File: config.mk
export PLATFORM = sky130hd
export DESIGN_NAME = ces_exception_seq
export DESIGN_NICKNAME = d
export VERILOG_FILES = /design/src/rtl/ces_pkg.sv /design/src/rtl/ces_exception_seq.sv
export SDC_FILE = /design/constraint.sdc
export NUM_CORES = 1
export LEC_CHECK = 0
export ABC_AREA = 1
export BUFFER_PORTS_ARGS = -buffer_cell sky130_fd_sc_hd__buf_2
export CAP_MARGIN = 10
export CORE_AREA = 2 2 186 188
export CTS_BUF_LIST = sky130_fd_sc_hd__clkbuf_2
export DETAILED_ROUTE_END_ITERATION = 10
export DIE_AREA = 0 0 188 190
export GPL_TIMING_DRIVEN = 0
export PLACE_DENSITY_LB_ADDON = 0.1
export SETUP_SLACK_MARGIN = 0.3
export SLEW_MARGIN = 20
export SYNTH_ARGS = -nofsm -noshare
export SYNTH_HDL_FRONTEND = slang
export SYNTH_SLANG_ARGS = --single-unit
File: constraint.sdc
create_clock -name clock -period 5.1 [get_ports clock]
set_clock_uncertainty 0.2 [all_clocks]
set_input_delay 0.51 -clock clock [delete_from_list [all_inputs] [get_ports clock]]
set_output_delay 0.51 -clock clock [all_outputs]
set_load 0.01 [all_outputs]
File: src/rtl/ces_pkg.sv
// Constants and types shared by the exception sequencer.
package ces_pkg;
  localparam int PC_W = 13;
  localparam int HI_W = PC_W - 8;
  localparam logic [HI_W-1:0] VEC_PAGE = '1;
  localparam logic [7:0] VEC_TIMER = 8'hF8;
  localparam logic [7:0] VEC_EXT = 8'hFA;
  localparam logic [7:0] VEC_TRAP = 8'hFC;
  localparam logic [7:0] VEC_RESET = 8'hFE;
  localparam logic [7:0] VEC_LOW_SEL = 8'h01;
  localparam logic [7:0] SP_RESET = 8'h7F;
  localparam logic [7:0] TMR_PRESET = 8'hFF;
  localparam logic [7:0] DDR_RESET = 8'h00;
  localparam logic [2:0] PUSH_LAST = 3'h4;
  localparam logic [2:0] PULL_ISSUES = 3'h5;
  localparam logic [2:0] PULL_LAST = 3'h6;
  localparam logic [2:0] REG_TCTL = 3'h0;
  localparam logic [2:0] REG_DDR = 3'h1;
  localparam logic [2:0] REG_TCNT = 3'h2;
  localparam logic [2:0] REG_TPRE = 3'h3;
  localparam logic [2:0] REG_FLAGS = 3'h4;
  localparam logic [2:0] REG_SP = 3'h5;
  localparam int TCTL_REQ = 7;
  localparam int TCTL_MASK = 6;

  typedef enum logic [4:0] {
    OP_NOP, OP_PROGRAM_TRAP, OP_RETURN_FROM_TRAP, OP_STACK_REINIT, OP_BRANCH,
    OP_BIT_SET, OP_BIT_CLEAR, OP_BIT_TEST, OP_CMP, OP_SUB, OP_ADD, OP_LOAD, OP_RMW,
    OP_COPY_ACC_TO_INDEX, OP_COPY_INDEX_TO_ACC, OP_MASK_SET, OP_MASK_CLEAR
  } ces_op_t;

  // Carry clear and carry set share the unsigned ge and lt codes.
  typedef enum logic [3:0] {
    BRANCH_IRQ_LINE_HIGH, BRANCH_IRQ_LINE_LOW, BRANCH_MASK_SET, BRANCH_MASK_CLEAR,
    BRANCH_HALF_CARRY_SET, BRANCH_HALF_CARRY_CLEAR, BRANCH_UNSIGNED_GE, BRANCH_UNSIGNED_LT,
    BRANCH_ALWAYS, BRANCH_NEVER, BRANCH_EQ, BRANCH_NE, BRANCH_MI, BRANCH_PL
  } ces_cond_t;

  // Logical and arithmetic left shift are one operation.
  typedef enum logic [3:0] {
    RMW_CLR, RMW_COM, RMW_NEG, RMW_INC, RMW_DEC, RMW_SHIFT_LEFT, RMW_LSR, RMW_ASR,
    RMW_ROL, RMW_ROR, RMW_TST
  } ces_rmw_t;

  typedef enum {S_IDLE, S_PUSH, S_VEC_HI, S_VEC_LO, S_VEC_CAP, S_VEC_END, S_PULL} ces_state_t;

  typedef struct packed {
    logic h;
    logic i;
    logic n;
    logic z;
    logic c;
  } ces_cc_t;

  localparam ces_cc_t CC_RESET = '{h: 1'b0, i: 1'b1, n: 1'b0, z: 1'b0, c: 1'b0};

  typedef struct packed {
    ces_op_t op;
    logic [3:0] sel;
    logic alt;
    logic [7:0] data;
    logic [PC_W-1:0] next_pc;
    logic [PC_W-1:0] target;
  } ces_cmd_t;

  typedef struct packed {
    logic [PC_W-1:0] addr;
    logic [7:0] wdata;
    logic we;
    logic re;
  } ces_mem_req_t;

  typedef struct packed {
    logic [2:0] addr;
    logic [7:0] wdata;
    logic we;
    logic re;
  } ces_reg_req_t;
endpackage

File: src/rtl/ces_exception_seq.sv
// Exception, reset and stack sequencer with flag and branch logic of an 8-bit core.
//
// The strobed register port and the register addresses were left to the implementer.
`timescale 1ns/1ps
module ces_exception_seq (
  input logic clock,
  input logic rst_n,
  input logic cmd_valid,
  input ces_pkg::ces_cmd_t cmd,
  input logic irq_line,
  input logic [7:0] mem_rdata,
  input ces_pkg::ces_reg_req_t reg_req,
  output logic busy_q,
  output ces_pkg::ces_mem_req_t mem_req_q,
  output logic [7:0] reg_rdata_q,
  output logic [ces_pkg::PC_W-1:0] pc_q,
  output logic [7:0] acc_q,
  output logic [7:0] idx_q,
  output ces_pkg::ces_cc_t cc_q,
  output logic [7:0] stack_ptr_q,
  output logic [7:0] port_ddr_q
);
  import ces_pkg::*;

  logic [1:0] rst_sync_q;
  logic rst_i_n;
  ces_state_t state_q, state_d;
  logic [2:0] cnt_q, cnt_d;
  logic [7:0] vec_q, vec_d;
  logic [PC_W-1:0] pc_d;
  logic [7:0] acc_d, idx_d, sp_d, tpre_q, tcnt_q, tcnt_d, ddr_d, reg_rdata_d;
  ces_cc_t cc_d;
  ces_mem_req_t mem_d;
  logic tmr_req_q, tmr_req_d, tmr_mask_q, tmr_mask_d, ext_pend_q, ext_pend_d, irq_prev_q, ext_clr;
  logic cond_hit;
  logic [8:0] rmw_res;

  // The reset is applied at once but released only after two clean edges.
  always_ff @(posedge clock or negedge rst_n)
  begin
    if (!rst_n)
      rst_sync_q <= 2'b00;
    else
      rst_sync_q <= {rst_sync_q[0], 1'b1};
  end
  assign rst_i_n = rst_sync_q[1];

  wire [HI_W-1:0] hi_zero = '0;
  wire [7:0] opnd = cmd.alt ? idx_q : acc_q;
  wire [8:0] diff = {1'b0, opnd} - {1'b0, cmd.data};
  wire [8:0] sum = {1'b0, acc_q} + {1'b0, cmd.data};
  wire [4:0] nib_sum = {1'b0, acc_q[3:0]} + {1'b0, cmd.data[3:0]};
  wire bit_val = cmd.data[cmd.sel[2:0]];
  wire [7:0] bit_mask = 8'h01 << cmd.sel[2:0];
  wire [7:0] sp_inc = stack_ptr_q + 8'h01;
  wire [PC_W-1:0] push_addr = {hi_zero, stack_ptr_q};
  wire [PC_W-1:0] pull_addr = {hi_zero, sp_inc};
  wire [7:0] pch_byte = {{(8 - HI_W){1'b0}}, pc_q[PC_W-1:8]};
  wire [7:0] cc_byte = {3'h0, cc_q};
  wire [7:0] push_byte = (cnt_q == 3'h0) ? pc_q[7:0] : (cnt_q == 3'h1) ? pch_byte :
                         (cnt_q == 3'h2) ? idx_q : (cnt_q == 3'h3) ? acc_q : cc_byte;
  wire tmr_tick = (tpre_q == 8'h00);
  wire [7:0] tcnt_next = tcnt_q - 8'h01;
  wire tmr_evt = tmr_tick && (tcnt_next == 8'h00);
  wire tmr_want = tmr_req_q && !tmr_mask_q;
  wire ext_fall = irq_prev_q && !irq_line;
  wire wr_tctl = reg_req.we && (reg_req.addr == REG_TCTL);
  wire wr_ddr = reg_req.we && (reg_req.addr == REG_DDR);
  wire [7:0] reg_mux = (reg_req.addr == REG_TCTL) ? {tmr_req_q, tmr_mask_q, 6'h00} :
                       (reg_req.addr == REG_DDR) ? port_ddr_q :
                       (reg_req.addr == REG_TCNT) ? tcnt_q :
                       (reg_req.addr == REG_TPRE) ? tpre_q :
                       (reg_req.addr == REG_FLAGS) ? cc_byte :
                       (reg_req.addr == REG_SP) ? stack_ptr_q : 8'h00;

  // Returns the carry and the result of a read-modify-write on one register.
  function automatic logic [8:0] rmw_f(input ces_rmw_t k, input logic [7:0] v, input logic c);
    unique case (k)
      RMW_CLR: rmw_f = {1'b0, 8'h00};
      RMW_COM: rmw_f = {1'b1, ~v};
      RMW_NEG: rmw_f = {v != 8'h00, 8'h00 - v};
      RMW_INC: rmw_f = {c, v + 8'h01};
      RMW_DEC: rmw_f = {c, v - 8'h01};
      RMW_SHIFT_LEFT: rmw_f = {v, 1'b0};
      RMW_LSR: rmw_f = {v[0], 1'b0, v[7:1]};
      RMW_ASR: rmw_f = {v[0], v[7], v[7:1]};
      RMW_ROL: rmw_f = {v, c};
      RMW_ROR: rmw_f = {v[0], c, v[7:1]};
      default: rmw_f = {c, v};
    endcase
  endfunction

  assign rmw_res = rmw_f(ces_rmw_t'(cmd.sel), opnd, cc_q.c);

  always_comb
  begin
    unique case (ces_cond_t'(cmd.sel))
      BRANCH_IRQ_LINE_HIGH: cond_hit = irq_line;
      BRANCH_IRQ_LINE_LOW: cond_hit = !irq_line;
      BRANCH_MASK_SET: cond_hit = cc_q.i;
      BRANCH_MASK_CLEAR: cond_hit = !cc_q.i;
      BRANCH_HALF_CARRY_SET: cond_hit = cc_q.h;
      BRANCH_HALF_CARRY_CLEAR: cond_hit = !cc_q.h;
      BRANCH_UNSIGNED_GE: cond_hit = !cc_q.c;
      BRANCH_UNSIGNED_LT: cond_hit = cc_q.c;
      BRANCH_ALWAYS: cond_hit = 1'b1;
      BRANCH_EQ: cond_hit = cc_q.z;
      BRANCH_NE: cond_hit = !cc_q.z;
      BRANCH_MI: cond_hit = cc_q.n;
      BRANCH_PL: cond_hit = !cc_q.n;
      default: cond_hit = 1'b0;
    endcase
  end

  // There is deliberately no overflow flag; only half carry, interrupt mask, sign, zero and carry exist.
  always_comb
  begin
    state_d = state_q;
    cnt_d = cnt_q;
    vec_d = vec_q;
    pc_d = pc_q;
    acc_d = acc_q;
    idx_d = idx_q;
    cc_d = cc_q;
    sp_d = stack_ptr_q;
    mem_d = '0;
    ext_clr = 1'b0;
    unique case (state_q)
      S_IDLE:
      begin
        if (cmd_valid)
        begin
          pc_d = cmd.next_pc;
          unique case (cmd.op)
            OP_PROGRAM_TRAP:
            begin
              state_d = S_PUSH;
              cnt_d = 3'h0;
              vec_d = VEC_TRAP;
            end
            OP_RETURN_FROM_TRAP:
            begin
              state_d = S_PULL;
              cnt_d = 3'h0;
            end
            OP_STACK_REINIT: sp_d = SP_RESET;
            OP_BRANCH: pc_d = cond_hit ? cmd.target : cmd.next_pc;
            OP_BIT_SET, OP_BIT_CLEAR:
            begin
              mem_d.addr = {hi_zero, cmd.target[7:0]};
              mem_d.wdata = (cmd.op == OP_BIT_SET) ? (cmd.data | bit_mask) : (cmd.data & ~bit_mask);
              mem_d.we = 1'b1;
            end
            OP_BIT_TEST:
            begin
              cc_d.c = bit_val;
              pc_d = (bit_val == cmd.alt) ? cmd.target : cmd.next_pc;
            end
            OP_CMP, OP_SUB:
            begin
              cc_d.c = diff[8];
              cc_d.n = diff[7];
              cc_d.z = (diff[7:0] == 8'h00);
              if (cmd.op == OP_SUB)
                acc_d = diff[7:0];
            end
            OP_ADD:
            begin
              acc_d = sum[7:0];
              cc_d.h = nib_sum[4];
              cc_d.c = sum[8];
              cc_d.n = sum[7];
              cc_d.z = (sum[7:0] == 8'h00);
            end
            OP_LOAD, OP_RMW:
            begin
              if (cmd.op == OP_RMW)
                cc_d.c = rmw_res[8];
              cc_d.n = (cmd.op == OP_RMW) ? rmw_res[7] : cmd.data[7];
              cc_d.z = (cmd.op == OP_RMW) ? (rmw_res[7:0] == 8'h00) : (cmd.data == 8'h00);
              if (cmd.alt)
                idx_d = (cmd.op == OP_RMW) ? rmw_res[7:0] : cmd.data;
              else
                acc_d = (cmd.op == OP_RMW) ? rmw_res[7:0] : cmd.data;
            end
            OP_COPY_ACC_TO_INDEX: idx_d = acc_q;
            OP_COPY_INDEX_TO_ACC: acc_d = idx_q;
            OP_MASK_SET: cc_d.i = 1'b1;
            OP_MASK_CLEAR: cc_d.i = 1'b0;
            default: ;
          endcase
        end
        // A hardware request is taken only once the instruction of this cycle is complete.
        if ((state_d == S_IDLE) && !cc_d.i && (ext_pend_q || tmr_want))
        begin
          state_d = S_PUSH;
          cnt_d = 3'h0;
          vec_d = ext_pend_q ? VEC_EXT : VEC_TIMER;
          ext_clr = ext_pend_q;
        end
      end
      S_PUSH:
      begin
        mem_d.addr = push_addr;
        mem_d.wdata = push_byte;
        mem_d.we = 1'b1;
        sp_d = stack_ptr_q - 8'h01;
        cnt_d = cnt_q + 3'h1;
        if (cnt_q == PUSH_LAST)
        begin
          state_d = S_VEC_HI;
          cc_d.i = 1'b1;
        end
      end
      S_VEC_HI:
      begin
        mem_d.addr = {VEC_PAGE, vec_q};
        mem_d.re = 1'b1;
        state_d = S_VEC_LO;
      end
      S_VEC_LO:
      begin
        mem_d.addr = {VEC_PAGE, vec_q | VEC_LOW_SEL};
        mem_d.re = 1'b1;
        state_d = S_VEC_CAP;
      end
      S_VEC_CAP:
      begin
        pc_d[PC_W-1:8] = mem_rdata[HI_W-1:0];
        state_d = S_VEC_END;
      end
      S_VEC_END:
      begin
        pc_d[7:0] = mem_rdata;
        state_d = S_IDLE;
      end
      S_PULL:
      begin
        if (cnt_q < PULL_ISSUES)
        begin
          sp_d = sp_inc;
          mem_d.addr = pull_addr;
          mem_d.re = 1'b1;
        end
        // Read data trail their strobe by two cycles, so capture lags the issue count.
        unique case (cnt_q)
          3'h2: cc_d = ces_cc_t'(mem_rdata[4:0]);
          3'h3: acc_d = mem_rdata;
          3'h4: idx_d = mem_rdata;
          3'h5: pc_d[PC_W-1:8] = mem_rdata[HI_W-1:0];
          3'h6: pc_d[7:0] = mem_rdata;
          default: ;
        endcase
        cnt_d = cnt_q + 3'h1;
        if (cnt_q == PULL_LAST)
          state_d = S_IDLE;
      end
    endcase
  end

  assign ext_pend_d = ext_fall || (ext_pend_q && !ext_clr);
  assign tmr_req_d = tmr_evt || (tmr_req_q && !(wr_tctl && !reg_req.wdata[TCTL_REQ]));
  assign tmr_mask_d = wr_tctl ? reg_req.wdata[TCTL_MASK] : tmr_mask_q;
  assign tcnt_d = tmr_tick ? tcnt_next : tcnt_q;
  assign ddr_d = wr_ddr ? reg_req.wdata : port_ddr_q;
  assign reg_rdata_d = reg_req.re ? reg_mux : 8'h00;

  // After reset the core fetches the reset vector before it accepts any command.
  always_ff @(posedge clock or negedge rst_i_n)
  begin
    if (!rst_i_n)
    begin
      state_q <= S_VEC_HI;
      vec_q <= VEC_RESET;
      cnt_q <= 3'h0;
      pc_q <= '0;
      acc_q <= 8'h00;
      idx_q <= 8'h00;
      cc_q <= CC_RESET;
      stack_ptr_q <= SP_RESET;
      tmr_mask_q <= 1'b1;
      tpre_q <= TMR_PRESET;
      tcnt_q <= TMR_PRESET;
      port_ddr_q <= DDR_RESET;
      tmr_req_q <= 1'b0;
      ext_pend_q <= 1'b0;
      irq_prev_q <= 1'b1;
      busy_q <= 1'b1;
      mem_req_q <= '0;
      reg_rdata_q <= 8'h00;
    end
    else
    begin
      state_q <= state_d;
      vec_q <= vec_d;
      cnt_q <= cnt_d;
      pc_q <= pc_d;
      acc_q <= acc_d;
      idx_q <= idx_d;
      cc_q <= cc_d;
      stack_ptr_q <= sp_d;
      tmr_mask_q <= tmr_mask_d;
      tpre_q <= tpre_q - 8'h01;
      tcnt_q <= tcnt_d;
      port_ddr_q <= ddr_d;
      tmr_req_q <= tmr_req_d;
      ext_pend_q <= ext_pend_d;
      irq_prev_q <= irq_line;
      busy_q <= (state_d != S_IDLE);
      mem_req_q <= mem_d;
      reg_rdata_q <= reg_rdata_d;
    end
  end

  wire take_cmd = (state_q == S_IDLE) && cmd_valid;
endmodule // ces_exception_seq

==> results.yml <==
critical_path:
  rrSetupSlack_ps: 1700
  end_kind: "register"
  cp.required_ps: 5590
  reg2reg_depth: 11
  cp_max_fo: 10
  r2r_end: "pc_q[3]"
  arrival_ps: 3890
  crit_path_start_kind: "register"
  criticalPathCategory: "reg -> reg"
  critPathLaunch: "state_q[1]"
  r2r_start: "state_q[1]"
cts:
  cts_buffers: 17
  tritoncts: "built"
  cts_root_buf: "clkbuf_2"
  cts_setup_buffers: 0
  cts_sinks: 137
  hold_buffers: 53
  cts_max_path_buffers: 2
  ctsResizeCount: 0
  htreeDepth: 4
  clock_latency_ps: 770
  clkSlewWorstSetupHoldPaths_ps: 260
sta:
  maxSlewHeadroom_pct: 46.8
  period_minus_slack_ps: 3400
  setup_ws_ps: 1700
  drv_slew: 0
  setup_viol: 0
  rsz0062_at_grt: "false"
  hold_ws_ps: 96.9
  clock.fmax_mhz: 294
  min_period_over_period_pct: 66.6
  max_slew.worst_pin.slew_ps: 795
  hold_violations: 0
final_layout:
  utilization_pct: 36.1
  finish.net_count: 1729
  final_cell_mix: "nand2_1 (294), nor2_1 (176), inv_1 (164)"
  layout.cells.most_common: "nand2_1"
  final_layout_size_suffix_gt1_share_pct: 19.1
  syn2layout_area_growth_pct: 21.9
global_routing:
  grt_pass1_vias: 10300
  antenna_found_initial: 3
  grt_pass1_wl_um: 60600
  grt_use_total_pct: 22.3
  gr-total-overflow: 0
  grt_max_degree: 53
placed_design:
  hpwl_um: 31700
  dpl_worst_slack_ps: 1590
  io_buffers: 150
  place_congestion: 0.924
synth:
  synth_area_leaders: "dfrtp_1 (27%), nand2_1 (11%), dfstp_2 (7.8%), nor2_1 (6.6%), inv_1 (6.1%)"
  synth.avg_cell_area_um2: 7.14
  syn_nets: 1505
  synth-edff-count: 0
  ys_types: 64
  synth-seq-cells: 137
  synthArstFlopShare_pct: 100
  yosys.area.top_type_share_pct: 26.7
  ys.flop_type: "dfrtp_1"
  yosysTopAreaCell: "dfrtp_1"
  syn_area_um2: 10000
  synth.yosys.seq_area_share_pct: 34.5
  synthCells: 1406
  synth_warnings: 0
die:
  die_h_um: 190
  die_w_um: 188
  io_pins: 151
  start_util_pct: 29.6
  num_rows: 68
  fp.coreArea_um2: 33900
  die_area_um2: 35700
power:
  powerDensity_nw_per_um2: 247
  ir_drop_mv: 0.142
  p_leak_nw: 6.17
min_path:
  hold_depth: 4
  min_to: "mem_req_q[3]"
  hold_start: "cmd[35]"
  hp-class: "in -> reg"
route:
  drt_wl_total_um: 39900
  ant_nets: 0
  num_vias: 10700
  via_per_inst: 5.07
  first_pass_iters: 6
  drc: 0
  avgRoutedWirePerCell_um: 19.0
  drt_iter0_drc: 754
job:
  cap_violations: 0
outcome:
  status: "finished, final reports clean"
[how the worst max path moves through the flow]
stage / end / depth (start not counted)
6_report: pc_q[3] / 11
5_1_grt: cc_q[1] / 16
4_1_cts: cc_q[1] / 16
3_5_place_dp: cc_q[0] / 19
3_3_place_gp: mem_req_q[9] / 0
2_1_floorplan: acc_q[0] / 0
[synth_stat cells (all sizes together) (11+ instances only)]
| library cell | count |
|---|---|
| nand2 | 307 |
| nor2 | 188 |
| inv | 187 |
| o21ai | 128 |
| dfrtp | 107 |
| nand3 | 96 |
| a21oi | 74 |
| dfstp | 30 |
| xor2 | 29 |
| ha | 28 |
| nand4 | 28 |
| o22ai | 26 |
| nor3 | 25 |
| buf | 20 |
| o211ai | 19 |
| a31oi | 16 |
| clkbuf | 11 |
[worst max-delay path, stage by stage, from the launching register on]
cell	delay, ps
dfstp_2	570
buf_2	230
inv_2	170
nor2_1	200
nand3_1	100
inv_1	110
nand3_2	230
nand3_1	170
nand3_1	260
buf_2	300
a22o_1	240
dlygate4sd3_1	550
[metrics by stage]
step,cells,area [um^2],total power [mW],TNS (ps)
after CTS,2098,12200,3.05,0
after floorplan,1406,10000,1.86,0
after detailed placement,2013,11400,2.19,0
after global placement,2011,11400,2.18,-125750
after global routing,2099,12200,3.21,0
final,2099,12200,3.02,0
[where the power goes]
group | internal, mW | leakage [nW] | switching (mW)
registers | 1.19 | 1.72 | 0.105
clock network | 0.338 | 0.170 | 0.471
logic | 0.324 | 4.28 | 0.598
total | 1.85 | 6.17 | 1.17
[state kept, by name (all words and copies together), names as in the netlist, 2 cells and up]
| register | cells |
|---|---|
| state_q | 32 |
| tpre_q | 8 |
| tcnt_q | 8 |
| rst_sync_q | 2 |
| stack_ptr_q | 8 |
| mem_req_q | 19 |
| idx_q | 8 |
| pc_q | 13 |
| cnt_q | 3 |
| port_ddr_q | 8 |
| acc_q | 8 |
| vec_q | 2 |
| reg_rdata_q | 8 |
| cc_q | 5 |
[cells by family (layout without fill, tap and decap cells)]
| logic type | count (synthesis) | after routing | share of synthesized area [%] |
|---|---|---|---|
| simple gates | 662 | 662 | 30.0 |
| compound gates | 306 | 306 | 18.1 |
| buf+inv | 225 | 462 | 9.31 |
| flops | 137 | 137 | 34.5 |
| xor+xnor | 37 | 37 | 3.23 |
| fa+ha+maj | 30 | 30 | 3.89 |
| mux | 8 | 8 | 0.885 |
| other cells | 1 | 2 | 0.0373 |
[layout make-up]
| type | count | area, um^2 |
|---|---|---|
| Clock buffer | 20 | 100 |
| Buffer | 31 | 201 |
| Sequential cell | 137 | 3470 |
| Antenna cell | 1 | 2.50 |
| Timing Repair Buffer | 205 | 1340 |
| Tap cell | 455 | 569 |
| Fill cell | 3674 | 21700 |
| Multi-Input combinational cell | 1044 | 5640 |
| Inverter | 194 | 733 |
| Clock inverter | 12 | 189 |
[per-layer routing]
layer | up-vias | track usage [%] | part of all wire (%)
met3 | 61 | 2.82 | 4.1
met2 | 306 | 36.7 | 47
met5 | - | 0 | 0.033
li1 | 5176 | - | -
met4 | 2 | 8.63 | 3.5
met1 | 5107 | 29.9 | 45
Note: power is estimated with default switching activity, not from simulation.
